--- src/hdl/universal_bus_pkg.sv ---
// shared constants and carrier types for the universal bus transceiver
package universal_bus_pkg;

  localparam int WIDE_W = 8;
  localparam int LOG_DEPTH = 8;
  localparam int ADDR_W = 12;
  localparam int CTRL_W = 9;

  // register byte addresses on the apb side
  localparam logic [11:0] CTRL_OFS = 12'h000;
  localparam logic [11:0] STATUS_OFS = 12'h004;
  localparam logic [11:0] PINS_OFS = 12'h008;
  localparam logic [11:0] LOG_OFS = 12'h00c;

  // control register fields
  localparam int CTRL_SOFT_BIT = 0;
  localparam int CTRL_LOG_BIT = 1;
  localparam int CTRL_OFF_N_BIT = 2;
  localparam int CTRL_FLOW_BIT = 3;
  localparam int CTRL_PASS_BIT = 4;
  localparam int CTRL_DRIVE_LSB = 5;
  localparam int CTRL_FB_N_LSB = 7;
  // soft controls start in isolation: wide off, bits off, monitors off
  localparam logic [8:0] CTRL_RESET = 9'h194;

  // status register fields
  localparam int STAT_AB_LSB = 0;
  localparam int STAT_BA_LSB = 8;
  localparam int STAT_LOG_VALID_BIT = 16;
  localparam int STAT_LOG_FULL_BIT = 17;

  // log register fields
  localparam int LOG_VALID_BIT = 8;

  localparam logic [31:0] RDATA_ZERO = 32'h0000_0000;

  typedef struct packed {
    logic wide_outputs_off_n;
    logic flow_sense;
    logic pass_through_ctrl;
    logic [1:0] a_to_b_drive_on;
    logic [1:0] y_feedback_on_n;
    logic a_to_b_store_clk;
    logic b_to_a_store_clk;
  } ctrl_t;

  typedef struct packed {
    ctrl_t ctrl;
    logic [WIDE_W-1:0] wide_card_side;
    logic [WIDE_W-1:0] wide_backplane_side;
    logic [1:0] single_bit_input;
    logic [1:0] backplane_bit;
  } pins_t;

  typedef struct packed {
    logic [1:0] bit_out;
    logic [1:0] bit_oe;
    logic [1:0] mon_out;
    logic [1:0] mon_oe;
    logic [WIDE_W-1:0] card_out;
    logic card_oe;
    logic [WIDE_W-1:0] bp_out;
    logic bp_oe;
  } drive_t;

endpackage

--- src/hdl/universal_bus_transceiver.sv ---
// universal bus transceiver core, capture log fifo and apb register slave
// How it works
// every path carries its source level unchanged, no inversion anywhere.
// bit drive enable high drives the backplane bit from its card input.
// bit drive enable low releases the backplane bit.
// feedback enable low drives the monitor output from the backplane bit.
// feedback enable high releases the monitor output.
// both enables active: drive backplane and monitor it together.
// outside logic may tie both bit enables into one direction line.
// wide enable low drives whichever wide side is the destination.
// wide enable high releases both wide sides whatever else is set.
// flow sense high sends card to backplane, low backplane to card.
// pass-through high makes the wide path follow its source.
// pass-through low with steady store clock holds the stored byte.
// pass-through low, store clock rising edge captures the source byte.
// backplane-to-card path works the same with its own store clock.
// clock high as pass-through falls keeps the level before the fall.
// clock low with pass-through low keeps the earlier output level.
// storage keeps working while outputs are disabled.
`timescale 1ns/1ps
`default_nettype none

////////////////////////////////////////////////////////////////////////////
module capture_fifo #(
  parameter int WIDTH = 8,
  parameter int DEPTH = 8
) (
  input wire logic mclk_i,
  input wire logic reset_i,
  input wire logic in_valid_i,
  output logic in_ready_o,
  input wire logic [WIDTH-1:0] in_data_i,
  output logic out_valid_o,
  input wire logic out_ready_i,
  output logic [WIDTH-1:0] out_data_o
);
  // depth must be a power of two so the pointers wrap on their own
  localparam int AW = $clog2(DEPTH);
  localparam logic [AW:0] FULL_COUNT = (AW+1)'(DEPTH);

  typedef struct packed {
    logic [DEPTH-1:0][WIDTH-1:0] mem;
    logic [AW-1:0] rd;
    logic [AW-1:0] wr;
    logic [AW:0] count;
  } fifo_state_t;

  fifo_state_t st_q;
  fifo_state_t st_d;
  logic push;
  logic pop;

  // a push while full is refused; the writer must watch in_ready_o
  assign in_ready_o = (st_q.count != FULL_COUNT);
  assign out_valid_o = (st_q.count != '0);
  assign out_data_o = st_q.mem[st_q.rd];
  assign push = in_valid_i & in_ready_o;
  assign pop = out_valid_o & out_ready_i;

  always_comb begin
    st_d = st_q;
    if (push) begin
      st_d.mem[st_q.wr] = in_data_i;
      st_d.wr = st_q.wr + 1'b1;
    end
    if (pop) begin
      st_d.rd = st_q.rd + 1'b1;
    end
    case ({push, pop})
      2'b10: st_d.count = st_q.count + 1'b1;
      2'b01: st_d.count = st_q.count - 1'b1;
      default: st_d.count = st_q.count;
    endcase
  end

  always_ff @(posedge mclk_i) begin
    if (reset_i) begin
      st_q <= '0;
    end else begin
      st_q <= st_d;
    end
  end
endmodule

////////////////////////////////////////////////////////////////////////////
module universal_bus_transceiver #(
  parameter int WIDE_W = universal_bus_pkg::WIDE_W,
  parameter int LOG_DEPTH = universal_bus_pkg::LOG_DEPTH
) (
  input wire logic mclk_i,
  input wire logic reset_i,
  // apb slave
  input wire logic psel_i,
  input wire logic penable_i,
  input wire logic pwrite_i,
  input wire logic [universal_bus_pkg::ADDR_W-1:0] paddr_i,
  input wire logic [31:0] pwdata_i,
  input wire logic [3:0] pstrb_i,
  output logic [31:0] prdata_o,
  output logic pready_o,
  output logic pslverr_o,
  // control pins
  input wire logic wide_outputs_off_n_i,
  input wire logic flow_sense_i,
  input wire logic pass_through_ctrl_i,
  input wire logic a_to_b_store_clk_i,
  input wire logic b_to_a_store_clk_i,
  input wire logic [1:0] a_to_b_drive_on_i,
  input wire logic [1:0] y_feedback_on_n_i,
  // single-bit transceivers, index 0 is channel one, index 1 channel two
  input wire logic [1:0] single_bit_input_i,
  output logic [1:0] monitor_out_o,
  output logic [1:0] monitor_out_oe_o,
  input wire logic [1:0] backplane_bit_i,
  output logic [1:0] backplane_bit_o,
  output logic [1:0] backplane_bit_oe_o,
  // eight-bit path
  input wire logic [WIDE_W-1:0] wide_card_side_i,
  output logic [WIDE_W-1:0] wide_card_side_o,
  output logic wide_card_side_oe_o,
  input wire logic [WIDE_W-1:0] wide_backplane_side_i,
  output logic [WIDE_W-1:0] wide_backplane_side_o,
  output logic wide_backplane_side_oe_o,
  // capture log back-pressure: low means a clocked capture is not logged
  output logic capture_log_ready_o
);

  typedef struct packed {
    universal_bus_pkg::pins_t sync1;
    universal_bus_pkg::pins_t sync2;
    logic ab_clk_prev;
    logic ba_clk_prev;
    logic [WIDE_W-1:0] ab_store;
    logic [WIDE_W-1:0] ba_store;
    universal_bus_pkg::drive_t drv;
    logic [universal_bus_pkg::CTRL_W-1:0] ctrl_reg;
    logic ready;
    logic slverr;
    logic [31:0] rdata;
  } top_state_t;

  top_state_t st_q;
  top_state_t st_d;
  universal_bus_pkg::pins_t pins_now;
  universal_bus_pkg::ctrl_t eff;
  logic ab_rise;
  logic ba_rise;
  logic log_push;
  logic log_ready;
  logic log_valid;
  logic log_pop;
  logic [WIDE_W-1:0] log_data;
  logic [WIDE_W-1:0] log_byte;
  logic apb_access;
  logic apb_done;

  // one storage element per direction: latch when transparent, else
  // edge-stored; a steady clock leaves the byte as it was
  function automatic logic [WIDE_W-1:0] store_next(
    input logic pass,
    input logic rise,
    input logic [WIDE_W-1:0] src,
    input logic [WIDE_W-1:0] held
  );
    logic [WIDE_W-1:0] r;
    r = held;
    if (pass) begin
      r = src;
    end else if (rise) begin
      r = src;
    end
    return r;
  endfunction

  // soft mode replaces the level controls, the store clocks stay on pins
  function automatic universal_bus_pkg::ctrl_t pick_ctrl(
    input logic [universal_bus_pkg::CTRL_W-1:0] creg,
    input universal_bus_pkg::ctrl_t pin
  );
    universal_bus_pkg::ctrl_t c;
    c = pin;
    if (creg[universal_bus_pkg::CTRL_SOFT_BIT]) begin
      c.wide_outputs_off_n = creg[universal_bus_pkg::CTRL_OFF_N_BIT];
      c.flow_sense = creg[universal_bus_pkg::CTRL_FLOW_BIT];
      c.pass_through_ctrl = creg[universal_bus_pkg::CTRL_PASS_BIT];
      c.a_to_b_drive_on = creg[universal_bus_pkg::CTRL_DRIVE_LSB +: 2];
      c.y_feedback_on_n = creg[universal_bus_pkg::CTRL_FB_N_LSB +: 2];
    end
    return c;
  endfunction

  ////////////////////////////////////////////////////////////////////////
  // pin gathering and effective controls

  always_comb begin
    pins_now.ctrl.wide_outputs_off_n = wide_outputs_off_n_i;
    pins_now.ctrl.flow_sense = flow_sense_i;
    pins_now.ctrl.pass_through_ctrl = pass_through_ctrl_i;
    pins_now.ctrl.a_to_b_drive_on = a_to_b_drive_on_i;
    pins_now.ctrl.y_feedback_on_n = y_feedback_on_n_i;
    pins_now.ctrl.a_to_b_store_clk = a_to_b_store_clk_i;
    pins_now.ctrl.b_to_a_store_clk = b_to_a_store_clk_i;
    pins_now.wide_card_side = wide_card_side_i;
    pins_now.wide_backplane_side = wide_backplane_side_i;
    pins_now.single_bit_input = single_bit_input_i;
    pins_now.backplane_bit = backplane_bit_i;
  end

  assign eff = pick_ctrl(st_q.ctrl_reg, st_q.sync2.ctrl);
  // edges come from the second synchroniser stage only
  // a store clock held high through reset counts as one rising edge
  assign ab_rise = eff.a_to_b_store_clk & ~st_q.ab_clk_prev;
  assign ba_rise = eff.b_to_a_store_clk & ~st_q.ba_clk_prev;

  // only clocked captures of the card-to-backplane path are logged
  assign log_push = ~eff.pass_through_ctrl & ab_rise &
                    st_q.ctrl_reg[universal_bus_pkg::CTRL_LOG_BIT];
  assign capture_log_ready_o = log_ready;

  ////////////////////////////////////////////////////////////////////////
  // apb decode: one wait state, answer from flops

  assign apb_access = psel_i & penable_i;
  assign apb_done = apb_access & st_q.ready;
  // the log pops only as the read completes, never on the wait state
  assign log_pop = apb_done & ~pwrite_i &
                   (paddr_i == universal_bus_pkg::LOG_OFS);

  capture_fifo #(
    .WIDTH(WIDE_W),
    .DEPTH(LOG_DEPTH)
  ) u_log (
    .mclk_i(mclk_i),
    .reset_i(reset_i),
    .in_valid_i(log_push),
    .in_ready_o(log_ready),
    .in_data_i(log_byte),
    .out_valid_o(log_valid),
    .out_ready_i(log_pop),
    .out_data_o(log_data)
  );

  // byte the log records: the source that the edge is capturing
  assign log_byte = st_q.sync2.wide_card_side;

  function automatic logic [31:0] read_word(
    input logic [universal_bus_pkg::ADDR_W-1:0] addr,
    input top_state_t s,
    input logic lv,
    input logic lr,
    input logic [WIDE_W-1:0] ld
  );
    logic [31:0] w;
    w = universal_bus_pkg::RDATA_ZERO;
    case (addr)
      universal_bus_pkg::CTRL_OFS: begin
        w[universal_bus_pkg::CTRL_W-1:0] = s.ctrl_reg;
      end
      universal_bus_pkg::STATUS_OFS: begin
        w[universal_bus_pkg::STAT_AB_LSB +: WIDE_W] = s.ab_store;
        w[universal_bus_pkg::STAT_BA_LSB +: WIDE_W] = s.ba_store;
        w[universal_bus_pkg::STAT_LOG_VALID_BIT] = lv;
        w[universal_bus_pkg::STAT_LOG_FULL_BIT] = ~lr;
      end
      universal_bus_pkg::PINS_OFS: begin
        w[universal_bus_pkg::CTRL_W-1:0] = s.sync2.ctrl;
      end
      universal_bus_pkg::LOG_OFS: begin
        w[WIDE_W-1:0] = lv ? ld : '0;
        w[universal_bus_pkg::LOG_VALID_BIT] = lv;
      end
      default: begin
        w = universal_bus_pkg::RDATA_ZERO;
      end
    endcase
    return w;
  endfunction

  function automatic logic addr_known(
    input logic [universal_bus_pkg::ADDR_W-1:0] addr
  );
    return (addr == universal_bus_pkg::CTRL_OFS) ||
           (addr == universal_bus_pkg::STATUS_OFS) ||
           (addr == universal_bus_pkg::PINS_OFS) ||
           (addr == universal_bus_pkg::LOG_OFS);
  endfunction

  ////////////////////////////////////////////////////////////////////////
  // next state

  always_comb begin
    st_d = st_q;

    // two-flop synchroniser for every pin input
    st_d.sync1 = pins_now;
    st_d.sync2 = st_q.sync1;
    st_d.ab_clk_prev = eff.a_to_b_store_clk;
    st_d.ba_clk_prev = eff.b_to_a_store_clk;

    // storage runs whatever the output enables are doing
    st_d.ab_store = store_next(eff.pass_through_ctrl, ab_rise,
                               st_q.sync2.wide_card_side,
                               st_q.ab_store);
    st_d.ba_store = store_next(eff.pass_through_ctrl, ba_rise,
                               st_q.sync2.wide_backplane_side,
                               st_q.ba_store);

    // single-bit transceivers, straight through with no inversion
    st_d.drv.bit_out = st_q.sync2.single_bit_input;
    st_d.drv.bit_oe = eff.a_to_b_drive_on;
    // the monitor watches the pin itself, so with both enables active it
    // reflects our own drive as seen on the wire
    st_d.drv.mon_out = st_q.sync2.backplane_bit;
    st_d.drv.mon_oe = ~eff.y_feedback_on_n;

    // eight-bit drivers: enable picks nothing or the destination side
    st_d.drv.bp_out = st_d.ab_store;
    st_d.drv.card_out = st_d.ba_store;
    st_d.drv.bp_oe = ~eff.wide_outputs_off_n & eff.flow_sense;
    st_d.drv.card_oe = ~eff.wide_outputs_off_n & ~eff.flow_sense;

    // apb: take the access, answer one cycle later
    st_d.ready = apb_access & ~st_q.ready;
    if (apb_access & ~st_q.ready) begin
      st_d.rdata = pwrite_i ? universal_bus_pkg::RDATA_ZERO :
                   read_word(paddr_i, st_q, log_valid, log_ready, log_data);
      // unmapped words answer with an error; read-only ones drop writes
      st_d.slverr = ~addr_known(paddr_i);
    end
    if (apb_done & pwrite_i & (paddr_i == universal_bus_pkg::CTRL_OFS)) begin
      if (pstrb_i[0]) begin
        st_d.ctrl_reg[7:0] = pwdata_i[7:0];
      end
      if (pstrb_i[1]) begin
        st_d.ctrl_reg[8] = pwdata_i[8];
      end
    end
  end

  always_ff @(posedge mclk_i) begin
    if (reset_i) begin
      st_q <= '0;
      st_q.ctrl_reg <= universal_bus_pkg::CTRL_RESET;
      // sync stages wake at the released levels, so no driver turns on
      // before the real pin levels reach the second stage
      st_q.sync1.ctrl.wide_outputs_off_n <= 1'b1;
      st_q.sync2.ctrl.wide_outputs_off_n <= 1'b1;
      st_q.sync1.ctrl.y_feedback_on_n <= 2'b11;
      st_q.sync2.ctrl.y_feedback_on_n <= 2'b11;
    end else begin
      st_q <= st_d;
    end
  end

  ////////////////////////////////////////////////////////////////////////
  // outputs

  assign prdata_o = st_q.rdata;
  assign pready_o = st_q.ready;
  assign pslverr_o = st_q.ready & st_q.slverr;
  assign backplane_bit_o = st_q.drv.bit_out;
  assign backplane_bit_oe_o = st_q.drv.bit_oe;
  assign monitor_out_o = st_q.drv.mon_out;
  assign monitor_out_oe_o = st_q.drv.mon_oe;
  assign wide_backplane_side_o = st_q.drv.bp_out;
  assign wide_backplane_side_oe_o = st_q.drv.bp_oe;
  assign wide_card_side_o = st_q.drv.card_out;
  assign wide_card_side_oe_o = st_q.drv.card_oe;

endmodule

`default_nettype wire
--- config.mk ---
export PLATFORM = sky130hd
export DESIGN_NAME = universal_bus_transceiver
export DESIGN_NICKNAME = d
export VERILOG_FILES = /design/src/hdl/universal_bus_pkg.sv /design/src/hdl/universal_bus_transceiver.sv
export SDC_FILE = /design/constraint.sdc
export NUM_CORES = 1
export LEC_CHECK = 0
export BUFFER_PORTS_ARGS = -buffer_cell sky130_fd_sc_hd__buf_2
export CORE_UTILIZATION = 50
export DETAILED_ROUTE_END_ITERATION = 10
export GPL_TIMING_DRIVEN = 0
export PLACE_DENSITY = 0.73
export SETUP_SLACK_MARGIN = 0.1
export SLEW_MARGIN = 20
export SYNTH_ARGS = -nofsm -noshare
export SYNTH_HDL_FRONTEND = slang
export SYNTH_SLANG_ARGS = --single-unit
--- constraint.sdc ---
create_clock -name mclk_i -period 4.5 [get_ports mclk_i]
set_input_delay 0 -clock mclk_i [delete_from_list [all_inputs] [get_ports mclk_i]]
set_output_delay 0 -clock mclk_i [all_outputs]
set_load 0.01 [all_outputs]
==> impl_metrics.py <==
metrics = {
    "run_status": {
        "status": "completed",
    },
    "detailed_routing": {
        "vias": 5819,
        "drcViolationCount": 0,
        "antenna_left": 0,
        "drt_iter0_markers": 290,
        "dr.pass1.iters": 4,
        "vias_per_cell": 5.060,
        "wl_mm": 18.44,
        "wl_per_cell_um": 16.04,
    },
    "timing": {
        "grt_setup_unrepaired": "no",
        "hold_viol_final": 0,
        "post-route-period-util": 0.7273,
        "setup-tns-final_ps": 0,
        "holdWs_ps": 37.47,
        "period_minus_slack_ps": 3273,
        "finClkSkew_ps": 8.011,
        "relSlewSlack": 0.3926,
        "setup_slack_ps": 1227,
        "slew_viol_final": 0,
        "worst_pin_slew_ps": 907.2,
        "fmax_ghz": 0.3055,
        "final-setup-viol-count": 0,
    },
    "run": {
        "timing.max_cap.violations": 0,
    },
    "critical_path": {
        "worstReg2RegStart": "u_log.st_q[1]",
        "reg2reg_setup_slack_ps": 1230,
        "start_kind": "flop",
        "cpPeakStageDelay_ps": 570,
        "cp_max_fo": 10,
        "timing.critical_path.to": "u_log.st_q[2]",
        "timing.critical_path.cells": "buf_6, or4_1, and4_1, clkbuf_1, buf_2, and2_1, ha_1, xor2_1, ha_1, a21oi_1, xor2_1, or3_1, a21oi_1",
        "rr_endpoint": "u_log.st_q[2]",
        "required_ps": 4870,
        "rr_worst_depth": 13,
        "worstSetupEndpointType": "flop",
        "startpoint": "u_log.st_q[1]",
        "crit_type": "reg2reg",
        "cpMaxStageDelayCell": "or4_1",
        "arrival_ps": 3640,
    },
    "synthesis": {
        "ys_seq_elements": 189,
        "synth_seq_area_share": 0.4798,
        "synth_area_leader_cell": "dfxtp_1",
        "synth_enable_flop_cells": 0,
        "ys_async_sr_fraction": 0,
        "synth_area_mm2": 0.007886,
        "synth_ff_type": "dfxtp_1",
        "synth_cell_types": 54,
        "syn_inst": 753,
        "avgSynthCellArea_um2": 10.47,
        "yosys_warnings": 0,
        "ys_top_cells_by_area": "dfxtp_1 (48%), mux2i_1 (12%), buf_4 (5.4%), nor2_1 (5.1%), nor2b_1 (4.8%)",
        "yosysTopAreaCellShare": 0.4798,
    },
    "placement": {
        "gp_congestion": 0.8720,
        "placed_cells": 1079,
        "dpl.hpwl_mm": 13.02,
        "pre_cts_ws_ps": 1271,
        "port_buffers": 102,
    },
    "grt": {
        "track_usage": 0.2422,
        "grt_overflow_total": 0,
        "grt_max_degree": 19,
        "grt_pass1_wl_mm": 29.53,
        "grt_pass1_vias": 5735,
        "antenna_found_initial": 0,
    },
    "die": {
        "core_mm2": 0.01531,
        "std_cell_rows": 45,
        "start_util": 0.5150,
        "die_w_um": 127.6,
        "dieArea_mm2": 0.01628,
        "pin_count": 143,
        "die_height_um": 127.6,
    },
    "clock_tree": {
        "cts_tree": "built",
        "htree_levels": 4,
        "cts_buffer_depth": 2,
        "clk_pin_slew_worst_paths_ps": 70,
        "cts_buffers": 17,
        "cts_root_buf": "clkbuf_16",
        "cts_resized": 0,
        "clock_latency_ps": 440,
        "cts_sinks": 189,
        "cts_setup_buffers": 0,
    },
    "cells_and_area": {
        "layout-drive-gt1-share": 0.2694,
        "final_common_cell": "dfxtp_1",
        "area_delta_synth_final_pct": 22.61,
        "layout.nets": 1014,
        "antenna_cells": 0,
        "final_cell_mix": "dfxtp_1 (189), buf_2 (110), nor2_1 (107), mux2i_1 (93), nor2b_1 (61)",
        "stdcell_count": 1150,
    },
    "power_and_ir_drop": {
        "power.density_mw_per_mm2": 346.7,
        "ir_drop_mv": 0.3103,
        "finalPower_mw": 3.352,
        "p_leak_nw": 4.159,
    },
    "worst_hold_path": {
        "hp-class": "in2reg",
    },
}
cell families after synthesis:
kind of cell             after synthesis  share of synthesized area
multiplexers                         119                     0.1799
adder cells (fa/ha/maj)                5                   0.007933
XOR/XNOR                               5                   0.005553
buffers and inverters                115                    0.08694
flip-flops                           189                     0.4798
AO/OA/AOI/OAI                         81                    0.06727
other                                  1                  0.0004755
AND/OR/NAND/NOR                      238                     0.1721
metrics by stage:
step	cell area, µm²	util
final	9669	0.6314
after global routing	9669	0.6314
after CTS	9669	0.6314
after detailed placement	8710	0.5687
after global placement	8710	0.5687
after floorplan	7935	-
area by class of cell:
| cell class | instances | area [µm²] |
|---|---|---|
| buffer | 109 | 658.1 |
| clock buffer | 18 | 429.2 |
| clock inverter | 13 | 130.1 |
| fill | 1290 | 5645 |
| inverter | 6 | 27.53 |
| multi-input combinational | 462 | 3466 |
| sequential | 189 | 3784 |
| tap | 211 | 264.0 |
| timing repair buffer | 142 | 910.9 |
worst min-delay path by stage:
stage / start / to / slack, ps / depth (start not counted)
floorplan: y_feedback_on_n_i[0] / st_d[109] / 100 / 1
global placement: y_feedback_on_n_i[1] / st_d[110] / 190 / 2
detailed placement: y_feedback_on_n_i[1] / st_d[110] / 190 / 2
CTS: reset_i / st_d[104] / 10 / 2
global route: pstrb_i[0] / st_q[34] / 100 / 4
finish: reset_i / st_d[105] / 40 / 2
metal layers:
layer  up-vias  routed length, µm  track usage
li1       2868                  -            -
met1      2728               8233       0.3053
met2       190               8634       0.4018
met3        33               1073      0.04983
met4         0                502       0.1073
met5         -                  0            0
timing repair:
| action | CTS | global route |
|---|---|---|
| setup endpoints to repair | 0 | 0 |
| hold buffers | 40 | 0 |
| endpoints found under the hold margin | 39 | 0 |
critical path: cells and delay by family, from the launching register on:
family                     cells  cell delay (ps)
and+or+nand+nor                4             1320
buffers and inverters          3              570
adders and majority gates      2              450
DFF                            1              310
AOI/OAI and AO/OA              2              290
xor gates and xnor gates       2              260
Yosys cell counts (3+ instances only):
library cell,count
o2bb2ai_1,9
mux4_2,16
or2_2,6
a211oi_1,3
nor2_1,107
a21oi_1,31
nor3_1,3
a32oi_1,10
dfxtp_1,189
buf_4,57
nand3b_1,5
nand2_1,10
nor2b_1,61
nor4_4,4
and3_1,6
o21ai_0,16
clkbuf_1,33
mux2i_1,93
nor3b_1,4
nand4_4,4
ha_1,5
mux2_2,8
clkbuf_2,8
nand3_1,11
xor2_1,4
inv_1,5
buf_2,8
where the power goes:
part           switching [mW]  internal, mW  total (mW)  leakage, nW
Clock                   0.691         0.728        1.42        0.263
Sequential             0.0157          1.71        1.72         1.54
Combinational           0.109         0.102       0.211         2.36
Total                   0.815          2.54        3.35         4.16
sequential cells by signal, summed over array words and instances, names as in the netlist, 2 cells and up:
signal,count
st_q,27
u_log.st_q,74
wide_card_side_o,8
eff,2
st_d,33
monitor_out_o,2
backplane_bit_o,2
wide_backplane_side_o,8
prdata_o,18
backplane_bit_oe_o,2
log_byte,8
monitor_out_oe_o,2
(Power assumes the default switching activity.)
